**config.mk**
```make
export PLATFORM = sky130hd
export DESIGN_NAME = irq_sockless_phy_regs
export DESIGN_NICKNAME = d
export VERILOG_FILES = /design/src/pkg/irq_phy_regs_pkg.sv /design/src/hdl/irq_sockless_phy_regs.sv
export SDC_FILE = /design/constraint.sdc
export NUM_CORES = 1
export LEC_CHECK = 0
export BUFFER_PORTS_ARGS = -buffer_cell sky130_fd_sc_hd__buf_2
export CAP_MARGIN = 30
export CORE_ASPECT_RATIO = 0.75
export CORE_MARGIN = 2
export CORE_UTILIZATION = 43
export CTS_BUF_LIST = sky130_fd_sc_hd__clkbuf_2 sky130_fd_sc_hd__clkbuf_4 sky130_fd_sc_hd__clkbuf_8
export DETAILED_ROUTE_END_ITERATION = 6
export PLACE_DENSITY = 0.77
export SYNTH_ARGS = -nofsm -noshare
export SYNTH_HDL_FRONTEND = slang
export SYNTH_SLANG_ARGS = --single-unit
```
**constraint.sdc**
```tcl
create_clock -name ref_clk -period 2.75 [get_ports ref_clk]
set_input_delay 0.1375 -clock ref_clk [delete_from_list [all_inputs] [get_ports ref_clk]]
set_output_delay 0.1375 -clock ref_clk [all_outputs]
set_load 0.01 [all_outputs]
```
**src/pkg/irq_phy_regs_pkg.sv**
```systemverilog
// constants and types for the socket-less interrupt and phy register group
// Behaviour
// - one written to common clear drops flag
// - socket mask bit n enables socket n
// - socket-less mask enables each socket-less flag
// - one written to socket-less clear drops flag
// - auto source follows destination address scope
// - code 02 link-local, code 03 global source
// - command bit sends packet, self-clears when done
// - command bits six to zero select packets
// - command outcome reported only through flags
// - status bits five to three show mode
// - status bit two half duplex when up
// - status bit one ten megabit when up
// - bit seven unplugged, bit zero link up
// - five-bit phy register address, upper reserved
// - sixteen-bit write data, low byte first
// - access code 01 writes, 02 reads, self-clears
// - read data captures addressed phy register
// - timeout flag set when no reply
package irq_phy_regs_pkg;
  localparam logic [15:0] ADDR_COMMON_IRQ_CLEAR = 16'h2108;
  localparam logic [15:0] ADDR_SOCKET_IRQ_MASK = 16'h2114;
  localparam logic [15:0] ADDR_SOCKLESS_IRQ_MASK = 16'h2124;
  localparam logic [15:0] ADDR_SOCKLESS_IRQ_CLEAR = 16'h2128;
  localparam logic [15:0] ADDR_SOURCE_SELECT = 16'h212c;
  localparam logic [15:0] ADDR_SOCKLESS_COMMAND = 16'h2130;
  localparam logic [15:0] ADDR_PHY_STATUS = 16'h3000;
  localparam logic [15:0] ADDR_PHY_REG_ADDRESS = 16'h3008;
  localparam logic [15:0] ADDR_PHY_WRITE_DATA_LO = 16'h300c;
  localparam logic [15:0] ADDR_PHY_WRITE_DATA_HI = 16'h300d;
  localparam logic [15:0] ADDR_PHY_READ_DATA_LO = 16'h3010;
  localparam logic [15:0] ADDR_PHY_READ_DATA_HI = 16'h3011;
  localparam logic [15:0] ADDR_PHY_ACCESS_CONTROL = 16'h3014;
  localparam logic [7:0] COMMON_FLAG_BITS = 8'h97;
  localparam logic [7:0] COMMAND_BITS = 8'h7f;
  localparam logic [7:0] REPLY_COMMAND_BITS = 8'h7e;
  localparam logic [7:0] TIMEOUT_FLAG = 8'h80;
  localparam logic [7:0] RA_FLAG = 8'h01;
  localparam logic [7:0] SRC_AUTO = 8'h00;
  localparam logic [7:0] SRC_LINK_LOCAL = 8'h02;
  localparam logic [7:0] SRC_GLOBAL = 8'h03;
  localparam logic [7:0] PHY_ACC_WRITE = 8'h01;
  localparam logic [7:0] PHY_ACC_READ = 8'h02;
  localparam int PHY_ADDR_W = 5;
  localparam int PIN_UNPLUGGED = 3;
  localparam int PIN_HALF_DUPLEX = 2;
  localparam int PIN_SPEED10 = 1;
  localparam int PIN_LINK_UP = 0;
  localparam logic [7:0] RST_BYTE = 8'h00;
  localparam logic [15:0] RST_HALF = 16'h0000;
  localparam logic [3:0] RST_PINS = 4'h0;
  typedef enum logic [0:0] {
    SEQ_IDLE = 1'b0,
    SEQ_BUSY = 1'b1
  } seq_state_t;
endpackage : irq_phy_regs_pkg

```
**src/hdl/irq_sockless_phy_regs.sv**
```systemverilog
// socket-less interrupt, command, source select and phy access register group
`timescale 1ns/1ps
module irq_sockless_phy_regs
  import irq_phy_regs_pkg::*;
(
  input wire logic ref_clk,
  input wire logic rst_n,
  input wire logic ce,
  input wire logic [15:0] bus_addr,
  input wire logic bus_wr,
  input wire logic [7:0] bus_wdata,
  input wire logic bus_rd,
  output logic [7:0] bus_rdata_r,
  input wire logic [7:0] common_event,
  input wire logic [7:0] common_irq_mask,
  input wire logic [7:0] socket_interrupt_summary,
  input wire logic cmd_done,
  input wire logic cmd_reply_ok,
  input wire logic ra_received,
  input wire logic dest_is_link_local,
  input wire logic [3:0] phy_pins,
  input wire logic [2:0] phy_mode,
  input wire logic mgmt_done,
  input wire logic [15:0] mgmt_rdata,
  output logic [7:0] common_interrupt_flags_r,
  output logic [7:0] sockless_interrupt_flags_r,
  output logic [7:0] sockless_command_r,
  output logic cmd_go_r,
  output logic use_global_src_r,
  output logic mgmt_go_r,
  output logic mgmt_write_r,
  output logic [PHY_ADDR_W-1:0] mgmt_addr_r,
  output logic [15:0] mgmt_wdata_r,
  output logic irq_r
);

  function automatic logic wr_to(input logic [15:0] a);
    wr_to = bus_wr && (bus_addr == a);
  endfunction : wr_to

  // set term is or-ed last so an event in the clearing cycle survives
  function automatic logic [7:0] w1c_next(input logic [7:0] flags, input logic [7:0] set,
                                          input logic [7:0] clr);
    w1c_next = (flags & ~clr) | set;
  endfunction : w1c_next

  logic [7:0] socket_irq_mask_r;
  logic [7:0] sockless_irq_mask_r;
  logic [7:0] source_select_r;
  logic [7:0] phy_access_control_r;
  logic [15:0] phy_read_data_r;
  logic [3:0] pin_meta_r;
  logic [3:0] pin_sync_r;
  seq_state_t cmd_state_r;
  seq_state_t acc_state_r;
  logic [7:0] common_set;
  logic [7:0] common_clr;
  logic [7:0] sockless_set;
  logic [7:0] sockless_clr;
  logic [7:0] phy_status;
  logic [7:0] rd_nxt;
  logic cmd_accept;
  logic cmd_finish;
  logic acc_accept;
  logic acc_finish;
  logic irq_nxt;

  // hardware-set / software-clear flags
  always_comb begin
    common_set = common_event & COMMON_FLAG_BITS;
    common_clr = wr_to(ADDR_COMMON_IRQ_CLEAR) ? (bus_wdata & COMMON_FLAG_BITS) : RST_BYTE;
    sockless_clr = wr_to(ADDR_SOCKLESS_IRQ_CLEAR) ? bus_wdata : RST_BYTE;
    sockless_set = ra_received ? RA_FLAG : RST_BYTE;
    if (cmd_finish) begin
      // outcome shows only here: reply flag for command bits six to one on success, timeout otherwise
      if (cmd_reply_ok) begin
        sockless_set = sockless_set | (sockless_command_r & REPLY_COMMAND_BITS);
      end else begin
        sockless_set = sockless_set | TIMEOUT_FLAG;
      end
    end
  end

  always_ff @(posedge ref_clk) begin
    if (!rst_n) begin
      common_interrupt_flags_r <= RST_BYTE;
      sockless_interrupt_flags_r <= RST_BYTE;
    end else if (ce) begin
      common_interrupt_flags_r <= w1c_next(common_interrupt_flags_r, common_set,
                                           common_clr);
      sockless_interrupt_flags_r <= w1c_next(sockless_interrupt_flags_r, sockless_set,
                                             sockless_clr);
    end
  end

  // plain read/write registers
  always_ff @(posedge ref_clk) begin
    if (!rst_n) begin
      socket_irq_mask_r <= RST_BYTE;
      sockless_irq_mask_r <= RST_BYTE;
      source_select_r <= RST_BYTE;
      mgmt_addr_r <= RST_HALF[PHY_ADDR_W-1:0];
      mgmt_wdata_r <= RST_HALF;
    end else if (ce) begin
      if (wr_to(ADDR_SOCKET_IRQ_MASK)) begin
        socket_irq_mask_r <= bus_wdata;
      end
      if (wr_to(ADDR_SOCKLESS_IRQ_MASK)) begin
        sockless_irq_mask_r <= bus_wdata;
      end
      if (wr_to(ADDR_SOURCE_SELECT)) begin
        source_select_r <= bus_wdata;
      end
      if (wr_to(ADDR_PHY_REG_ADDRESS)) begin
        mgmt_addr_r <= bus_wdata[PHY_ADDR_W-1:0];
      end
      if (wr_to(ADDR_PHY_WRITE_DATA_LO)) begin
        mgmt_wdata_r[7:0] <= bus_wdata;
      end
      if (wr_to(ADDR_PHY_WRITE_DATA_HI)) begin
        mgmt_wdata_r[15:8] <= bus_wdata;
      end
    end
  end

  // socket-less command: a write while busy is dropped, so software must poll for zero
  assign cmd_accept = wr_to(ADDR_SOCKLESS_COMMAND) && (cmd_state_r == SEQ_IDLE)
                      && |(bus_wdata & COMMAND_BITS);
  assign cmd_finish = (cmd_state_r == SEQ_BUSY) && cmd_done;

  always_ff @(posedge ref_clk) begin
    if (!rst_n) begin
      cmd_state_r <= SEQ_IDLE;
      sockless_command_r <= RST_BYTE;
      cmd_go_r <= 1'b0;
    end else if (ce) begin
      cmd_go_r <= cmd_accept;
      unique case (cmd_state_r)
        SEQ_IDLE: begin
          if (cmd_accept) begin
            sockless_command_r <= bus_wdata & COMMAND_BITS;
            cmd_state_r <= SEQ_BUSY;
          end
        end
        SEQ_BUSY: begin
          if (cmd_done) begin
            sockless_command_r <= RST_BYTE;
            cmd_state_r <= SEQ_IDLE;
          end
        end
      endcase
    end
  end

  // source address choice for socket-less ipv6 packets; unknown codes behave as auto
  always_ff @(posedge ref_clk) begin
    if (!rst_n) begin
      use_global_src_r <= 1'b0;
    end else if (ce) begin
      if (source_select_r == SRC_LINK_LOCAL) begin
        use_global_src_r <= 1'b0;
      end else if (source_select_r == SRC_GLOBAL) begin
        use_global_src_r <= 1'b1;
      end else begin
        use_global_src_r <= !dest_is_link_local;
      end
    end
  end

  // phy status pins come from the phy's own clock, so two flops first
  always_ff @(posedge ref_clk) begin
    if (!rst_n) begin
      pin_meta_r <= RST_PINS;
      pin_sync_r <= RST_PINS;
    end else if (ce) begin
      pin_meta_r <= phy_pins;
      pin_sync_r <= pin_meta_r;
    end
  end

  // duplex and speed are meaningless with link down, so they read zero then
  assign phy_status = {pin_sync_r[PIN_UNPLUGGED], 1'b0, phy_mode,
                       pin_sync_r[PIN_LINK_UP] & pin_sync_r[PIN_HALF_DUPLEX],
                       pin_sync_r[PIN_LINK_UP] & pin_sync_r[PIN_SPEED10],
                       pin_sync_r[PIN_LINK_UP]};

  // indirect phy management access
  assign acc_accept = wr_to(ADDR_PHY_ACCESS_CONTROL) && (acc_state_r == SEQ_IDLE)
                      && ((bus_wdata == PHY_ACC_WRITE) || (bus_wdata == PHY_ACC_READ));
  assign acc_finish = (acc_state_r == SEQ_BUSY) && mgmt_done;

  always_ff @(posedge ref_clk) begin
    if (!rst_n) begin
      acc_state_r <= SEQ_IDLE;
      phy_access_control_r <= RST_BYTE;
      mgmt_go_r <= 1'b0;
      mgmt_write_r <= 1'b0;
    end else if (ce) begin
      mgmt_go_r <= acc_accept;
      unique case (acc_state_r)
        SEQ_IDLE: begin
          if (acc_accept) begin
            phy_access_control_r <= bus_wdata;
            mgmt_write_r <= (bus_wdata == PHY_ACC_WRITE);
            acc_state_r <= SEQ_BUSY;
          end
        end
        SEQ_BUSY: begin
          if (mgmt_done) begin
            phy_access_control_r <= RST_BYTE;
            acc_state_r <= SEQ_IDLE;
          end
        end
      endcase
    end
  end

  always_ff @(posedge ref_clk) begin
    if (!rst_n) begin
      phy_read_data_r <= RST_HALF;
    end else if (ce && acc_finish && !mgmt_write_r) begin
      phy_read_data_r <= mgmt_rdata;
    end
  end

  // read mux; clear registers and unmapped addresses answer zero
  always_comb begin
    unique case (bus_addr)
      ADDR_SOCKET_IRQ_MASK: rd_nxt = socket_irq_mask_r;
      ADDR_SOCKLESS_IRQ_MASK: rd_nxt = sockless_irq_mask_r;
      ADDR_SOURCE_SELECT: rd_nxt = source_select_r;
      ADDR_SOCKLESS_COMMAND: rd_nxt = sockless_command_r;
      ADDR_PHY_STATUS: rd_nxt = phy_status;
      ADDR_PHY_REG_ADDRESS: rd_nxt = {3'h0, mgmt_addr_r};
      ADDR_PHY_WRITE_DATA_LO: rd_nxt = mgmt_wdata_r[7:0];
      ADDR_PHY_WRITE_DATA_HI: rd_nxt = mgmt_wdata_r[15:8];
      ADDR_PHY_READ_DATA_LO: rd_nxt = phy_read_data_r[7:0];
      ADDR_PHY_READ_DATA_HI: rd_nxt = phy_read_data_r[15:8];
      ADDR_PHY_ACCESS_CONTROL: rd_nxt = phy_access_control_r;
      default: rd_nxt = RST_BYTE;
    endcase
  end

  always_ff @(posedge ref_clk) begin
    if (!rst_n) begin
      bus_rdata_r <= RST_BYTE;
    end else if (ce && bus_rd) begin
      bus_rdata_r <= rd_nxt;
    end
  end

  // interrupt line lags the flags by one cycle to keep the output registered
  assign irq_nxt = |(common_interrupt_flags_r & common_irq_mask)
                   | |(socket_interrupt_summary & socket_irq_mask_r)
                   | |(sockless_interrupt_flags_r & sockless_irq_mask_r);

  always_ff @(posedge ref_clk) begin
    if (!rst_n) begin
      irq_r <= 1'b0;
    end else if (ce) begin
      irq_r <= irq_nxt;
    end
  end
endmodule : irq_sockless_phy_regs

```
# --- After elaboration in Yosys (flattened, before gate mapping) ---
# Cells that the tools add are included.
op_classes:
  reduce_logical: 35
  bitwise: 16
  n_mux: 20
  n_eq_ne: 21
op_table:
  columns: ["op", "count"]
  rows:
  - ["$eq 16x14->1 const B", 13]
  - ["$pmux 8 s11", 1]
  - ["$mux 8", 8]
  - ["$and 8x8->8", 5]
  - ["$pmux 8 s2", 2]
  - ["$eq 8x2->1 const B", 3]
  - ["$reduce_or 8->1", 3]
  - ["$logic_and 1x1->1", 19]
  - ["$not 8->8", 2]
  - ["$or 8x8->8", 2]
  - ["$reduce_and 2->1", 6]
  - ["$reduce_and 3->1", 3]
  - ["$eq 8x1->1 const B", 1]
  - ["$ne 2x2->1 const B", 4]
  - ["$mux 1", 7]
  - ["$or 1x7->7", 1]
  - ["$reduce_or 7->1", 1]
  - ["$pmux 1 s2", 2]
  - ["$and 1x1->1", 2]
  - ["$logic_not 1->1", 2]
  - ["$not 1->1", 2]
  - ["$or 1x1->1", 2]
  - ["$logic_or 1x1->1", 1]
totals:
  elab_cells: 113
  output_inout_bits: 58
  register_bits: 116

# --- Logic depth before layout (Yosys ltp) ---
# Gate-level depths: netlist of the first run.
logic_depth:
  ltp_word: 6
  depth_mapped: 8

# --- Worst setup path after synthesis of the first run ---
# No wires, ideal clock.
synth_path:
  kind: "input-to-reg"
  startpoint: "in bus_addr[12]"
  endpoint: "reg socket_irq_mask_r[2]"
  t_required_ns: 2.634
  cell_stages: 7
  n_path_buf: 2
  slack_ns: 0.609
  arrival_time_ns: 2.025
  setup_ns: 0.116
  path_cell_list: "or4b_1 -> buf_6 -> or2_1 -> buf_6 -> nor4_4 -> mux2i_1 -> nor2b_1"
synth_between:
  elab_chain_cells: 3
synth_lines:
  columns: ["element", "line_no", "rtl"]
  rows:
  - ["start: declaration", "irq_sockless_phy_regs.sv:9", "input wire logic [15:0] bus_addr,"]
  - ["$eq 16x14->1", "irq_sockless_phy_regs.sv:38", "wr_to = bus_wr && (bus_addr == a);"]
  - ["$logic_and 1x1->1", "irq_sockless_phy_regs.sv:38", null]
  - ["$reduce_and 2->1 (no source line)", null, null]
  - ["end signal: assignment", "irq_sockless_phy_regs.sv:106", "socket_irq_mask_r <= bus_wdata;"]
  - ["end: declaration", "irq_sockless_phy_regs.sv:47", "logic [7:0] socket_irq_mask_r;"]
# Every way passes these cells.
# A chain may end at the register's enable or synchronous reset.

# --- Worst setup path in the final report of the first run ---
layout_path:
  startpoint: "in bus_addr[9]"
  endpoint: "reg bus_rdata_r[5]"
layout_between:
  elab_chain_cells: 2
layout_lines:
  columns: ["element", "line_no", "rtl"]
  rows:
  - ["$eq 16x14->1", "irq_sockless_phy_regs.sv:228", "unique case (bus_addr)"]
  - ["$pmux 8 s11 *", "irq_sockless_phy_regs.sv:228", null]
  - ["end signal: assignment", "irq_sockless_phy_regs.sv:248", "bus_rdata_r <= rd_nxt;"]
  - ["end: declaration", "irq_sockless_phy_regs.sv:13", "output logic [7:0] bus_rdata_r,"]
# Mark *: on every way between the ends. The rest lies on a longest branch, timed or not.

==> flow_metrics.env, run 1 <==
export IMPL_avgSynthCellArea_sq_um=9.29
export IMPL_num_nets_final=798
export IMPL_layout_cells_non_filler=888
export IMPL_start_util=0.439
export IMPL_p_total_mw=2.85
export IMPL_seq_area_frac_synth=0.418
export IMPL_setup_tns_ns=0
export IMPL_tightest_slew_ns=0.796
export IMPL_gp_congestion=0.939
export IMPL_peakVddDrop_mv=0.245
export IMPL_synthTopCellsByArea="dfxtp_1 (42%), mux2i_1 (8.8%), nor2b_1 (7.2%), a22oi_1 (6.0%), nand2_1 (5.9%)"
export IMPL_r2r_cells=5
export IMPL_drc=0
export IMPL_yosysWarnings=0
export IMPL_rsz0062_at_grt="false"
export IMPL_post_cts_resized=0
export IMPL_finalCriticalPeriod_ns=2.12
export IMPL_holdWs_ns=0.0124
export IMPL_cts_made_buffers=9
export IMPL_period_share=0.771
export IMPL_hp_class="in2reg"
export IMPL_synth_top_area_share=0.418
export IMPL_yosysTopAreaCell="dfxtp_1"
export IMPL_clk_pin_slew_ns=0.11
export IMPL_num_vias=5039
export IMPL_outcome="completed"
export IMPL_grt_pass1_wl_um=26400
export IMPL_final_common_cell="buf_2"
export IMPL_reg2reg_slack_ns=1.24
export IMPL_first_pass_iters=5
export IMPL_r2r_end="sockless_interrupt_flags_r[3]"
export IMPL_worst_hold_path_endpoint="pin_meta_r[0]"
export IMPL_drv_slew=0
export IMPL_hold_violations=0
export IMPL_final_cell_mix="buf_2 (128), dfxtp_1 (112), nand2_1 (84)"
export IMPL_async_reset_ff_frac=0
export IMPL_dp_cells=862
export IMPL_synthesis_area_sq_um=5360
export IMPL_drive_gt1_frac=0.274
export IMPL_grt_max_degree=44
export IMPL_antenna_cells=0
export IMPL_wl_per_cell_um=19.7
export IMPL_synth_edf_count=0
export IMPL_cts_tree="done"
export IMPL_cp_arrival_ns=2.42
export IMPL_setup_violations=0
export IMPL_timing_final_ws_setup_ns=0.630
export IMPL_grt_antenna_before_repair=0
export IMPL_fin_util=0.535
export IMPL_timing_slew_headroom=0.463
export IMPL_grt_pass1_vias=4725
export IMPL_postCtsSetupRepairBufs=0
export IMPL_dieHeight_um=101
export IMPL_dp_worst_setup_slack_ns=0.233
export IMPL_place_area_sq_um=6250
export IMPL_rows=35
export IMPL_leakagePower_nw=2.54
export IMPL_dieArea_sq_um=13400
export IMPL_die_x_um=133
export IMPL_port_buffers=128
export IMPL_globalRouteOverflowTotal=0
export IMPL_r2r_start="cmd_state_r"
export IMPL_synth_cells=577
export IMPL_cp_start_kind="primary input"
export IMPL_gr_usage_all_layers=0.258
export IMPL_core_sq_um=12200
export IMPL_drt_iter0_drc=485
export IMPL_synthFlopType="dfxtp_1"
export IMPL_crit_type="in2reg"
export IMPL_fillers=1126
export IMPL_skew_ns=0.0131
export IMPL_wirelength_um=17500
export IMPL_area_delta_synth_final_pct=21.8
export IMPL_clkSinkCount=112
export IMPL_maxCapViolations=0
export IMPL_drtAntennaViolNets=0
export IMPL_powerDensity_nw_per_um2=436
export IMPL_dp_hpwl_um=13300
export IMPL_clockRootBuffer="clkbuf_8"
export IMPL_clockBufferDepth=2
export IMPL_fmax_ghz=0.472
export IMPL_clk_latency_ns=0.38
export IMPL_post_drt_via_cell_ratio=5.67
export IMPL_htree_levels=3
export IMPL_hp_start="phy_pins[0]"
export IMPL_min_path_cells=3
export IMPL_critPathRequiredTime_ns=3.05
export IMPL_num_io_pins=139
export IMPL_ys_ff_latch=112
export IMPL_ys_types=49
export IMPL_cp_end_kind="register"
export IMPL_worstPathMaxFanout=15
export IMPL_design_area_sq_um=6530
Yosys cell counts, types with 6 or more instances:
cell type and instances:
and2_1 8, nor2b_1 62, nor4_1 12, a21boi_0 31, nor2_1 18, nor4_2 6
nand3_1 24, nor4_4 7, nand2_1 84, a22oi_1 43, a221oi_1 6, mux2i_1 47
clkbuf_1 29, dfxtp_1 112, a222oi_1 8
where the power goes:
part	internal, mW	leakage, nW	switching, mW	total (mW)
clock network	0.372	0.0860	0.587	0.959
logic	0.110	1.55	0.136	0.245
registers	1.63	0.905	0.0100	1.64
critical path, cell delays in order:
cell and delay (ns):
buf_2 0.10, or4b_1 0.67, buf_4 0.28, nor4_4 0.54
o41ai_1 0.28, buf_4 0.25, nor3_1 0.17
cells by family (layout without fill, tap and decap cells):
kind of cell	count (synthesis)	in the layout	synth area share
other	1	4	0.000699
buffers and inverters	45	187	0.0390
muxes	48	48	0.0898
DFF	112	112	0.418
and+or+nand+nor	255	255	0.285
xor gates and xnor gates	2	2	0.00327
AOI/OAI and AO/OA	114	114	0.164
repair_timing:
action	CTS	global route
setup endpoints to repair	0	0
hold buffers	9	1
hold endpoints to repair	9	1
final cells by class:
cell class                 instances  area, sq um  share of cell area
multi-input combinational        423         2920               0.448
timing repair buffer             167          958               0.147
clock buffer                      11          145              0.0222
clock inverter                     5         40.0             0.00613
inverter                           4         15.0             0.00230
tap                              166          208              0.0318
sequential                       112         2240               0.343
per-layer routing:
| metal | global-route usage | wire, um |
|---|---|---|
| met4 | 0.0620 | 234 |
| met2 | 0.411 | 7680 |
| met3 | 0.0548 | 1590 |
| met1 | 0.358 | 7950 |
| met5 | 0 | 0 |
flip-flops by register name, indices dropped and copies added, names as in the netlist, 4 cells and up:
register                    count
sockless_interrupt_flags_r      8
pin_meta_r                      4
source_select_r                 8
phy_access_control_r            8
common_interrupt_flags_r        5
mgmt_addr_r                     5
bus_rdata_r                     8
mgmt_wdata_r                   16
phy_read_data_r                16
socket_irq_mask_r               8
pin_sync_r                      4
sockless_irq_mask_r             8
sockless_command_r              7
worst max-delay path by stage:
stage                       startpoint                    to  depth (start not counted)  slack [ns]
after floorplan           bus_addr[12]  socket_irq_mask_r[2]                          7        0.61
after global placement     bus_addr[9]      mgmt_wdata_r[11]                          7        0.29
after detailed placement   bus_addr[9]       mgmt_wdata_r[9]                          7        0.23
after CTS                  bus_addr[9]       mgmt_wdata_r[9]                          7        0.65
after global routing       bus_addr[9]      mgmt_wdata_r[12]                          7        0.54
final                      bus_addr[9]        bus_rdata_r[5]                          7        0.63
Note: power is estimated with default switching activity, not from simulation.
==> run 2: changes to the inputs <==
clock period = 2.1 ns   (was 2.75 ns; I/O delays follow)
==> run 2 against run 1 <==
  * Worst setup slack worse by 0.44 ns
  * Clock power is 26% higher
  * Critical path type unchanged
  * Final area is 7.2% higher
==> flow_metrics.env, run 2 (synthesis results as in run 1) <==
export IMPL_outcome="completed"
export IMPL_cp_start_kind="primary input"
export IMPL_clockPowerShare=0.325
export IMPL_clk_pin_slew_ns=0.11
export IMPL_num_vias=5286
export IMPL_fmax_ghz=0.524
export IMPL_clockRootBuffer="clkbuf_8"
export IMPL_globalRouteOverflowTotal=0
export IMPL_wl_per_cell_um=19.4
export IMPL_port_buffers=128
export IMPL_p_comb_frac=0.098
export IMPL_rsz0062_at_grt="false"
export IMPL_postCtsSetupRepairBufs=0
export IMPL_critPathRequiredTime_ns=2.41
export IMPL_clk_latency_ns=0.38
export IMPL_area_delta_synth_final_pct=30.5
export IMPL_hold_violations=0
export IMPL_dieArea_sq_um=13400
export IMPL_cp_arrival_ns=2.21
export IMPL_holdWs_ns=0.00245
export IMPL_leakagePower_nw=2.81
export IMPL_drt_iter0_drc=477
export IMPL_cts_tree="done"
export IMPL_skew_ns=0.0136
export IMPL_grt_max_degree=38
export IMPL_setup_violations=0
export IMPL_timing_final_ws_setup_ns=0.193
export IMPL_cts_made_buffers=9
export IMPL_first_pass_iters=5
export IMPL_antenna_cells=0
export IMPL_final_cell_mix="buf_2 (128), dfxtp_1 (112), nand2_1 (84)"
export IMPL_period_share=0.908
export IMPL_maxCapViolations=0
export IMPL_pwr_share_seq=0.577
export IMPL_final_common_cell="buf_2"
export IMPL_switching_share=0.247
export IMPL_hp_class="in2reg"
export IMPL_drtAntennaViolNets=0
export IMPL_tightest_slew_ns=0.656
export IMPL_largestRegisters="mgmt_wdata_r x16, phy_read_data_r x16"
export IMPL_wirelength_um=18300
export IMPL_htree_levels=3
export IMPL_core_sq_um=12200
export IMPL_post_drt_via_cell_ratio=5.62
export IMPL_p_int_mw=2.81
export IMPL_clockBufferDepth=2
export IMPL_cp_end_kind="register"
export IMPL_crit_type="in2reg"
export IMPL_powerDensity_nw_per_um2=533
export IMPL_grt_pass1_wl_um=28200
export IMPL_worstPathMaxFanout=7
export IMPL_drc=0
export IMPL_fillers=1129
export IMPL_start_util=0.439
export IMPL_grt_pass1_vias=5020
export IMPL_drive_gt1_frac=0.310
export IMPL_dieHeight_um=101
export IMPL_gp_congestion=0.936
export IMPL_num_nets_final=851
export IMPL_rows=35
export IMPL_p_switching_mw=0.920
export IMPL_drv_slew=0
export IMPL_finalCriticalPeriod_ns=1.91
export IMPL_dp_worst_setup_slack_ns=-0.163
export IMPL_peakVddDrop_mv=0.463
export IMPL_timing_slew_headroom=0.563
export IMPL_die_x_um=133
export IMPL_clkSinkCount=112
export IMPL_gr_usage_all_layers=0.274
export IMPL_dp_hpwl_um=14100
export IMPL_grt_antenna_before_repair=0
export IMPL_num_io_pins=139
[run 2: changes by cell type in the layout (fill, tap and decap cells not counted), sizes merged]
cell         before  now
buf             157  199
dlygate4sd3      10   21
clkbuf           11   13
clkinvlp          3    1
[run 2: critical path, stage by stage]
cell and delay (ns):
buf_2 0.09, or4b_1 0.65, buf_4 0.21, nor4_4 0.47, nor2b_1 0.26, buf_4 0.19, nand2_1 0.05, a21boi_0 0.19
[run 2: power by group through the flow]
| stage | logic [mW] | registers (mW) | clock network, mW |
|---|---|---|---|
| 4_1_cts | 0.358 | 2.15 | 1.23 |
| 3_5_place_dp | 0.329 | 2.20 | 0 |
| 3_3_place_gp | 0.321 | 2.20 | 0 |
| 5_1_grt | 0.389 | 2.16 | 1.32 |
| 6_report | 0.365 | 2.15 | 1.21 |
| 2_1_floorplan | 0.158 | 2.20 | 0 |
[run 2: stage by stage]
step	cells	setup TNS, ns	power, mW	util	cell area [sq um]
4_1_cts	940	0	3.74	0.572	6990
3_5_place_dp	904	-4.01	2.53	0.541	6610
2_1_floorplan	580	0	2.36	-	5370
5_1_grt	941	0	3.86	0.573	7000
3_3_place_gp	904	-2.78	2.52	0.541	6610
6_report	941	0	3.73	0.573	7000
[run 2: worst paths after layout]
kind,start,end,slack (ns),cells after the start
min reg2reg,phy_access_control_r[5],phy_access_control_r[5],0.48,1
max reg2reg,acc_state_r,phy_access_control_r[2],0.55,4
min,common_event[2],common_interrupt_flags_r[2],0.002,3
max,bus_addr[9],mgmt_wdata_r[1],0.19,8
[run 2: metal layers]
metal / vias up / GRT usage / wire, um
met3: 25 / 0.0639 / 1610
li1: 2476 / - / -
met1: 2538 / 0.377 / 8240
met5: - / 0 / 0
met4: 0 / 0.0612 / 219
met2: 247 / 0.442 / 8220
[run 2: timing repair]
| item | in CTS | in global routing |
|---|---|---|
| hold endpoints to repair | 20 | 1 |
| hold buffers | 20 | 1 |
| gates resized for setup | 0 | 0 |
[run 2: area by class of cell]
| class | instances | area [sq um] | area share |
|---|---|---|---|
| clock buffers | 13 | 154 | 0.0220 |
| clock inverters | 3 | 25.0 | 0.00357 |
| inverters | 4 | 15.0 | 0.00214 |
| multi-input cells | 423 | 2920 | 0.418 |
| flip-flops and latches | 112 | 2240 | 0.320 |
| well taps | 166 | 208 | 0.0297 |
| repair buffers | 220 | 1430 | 0.205 |
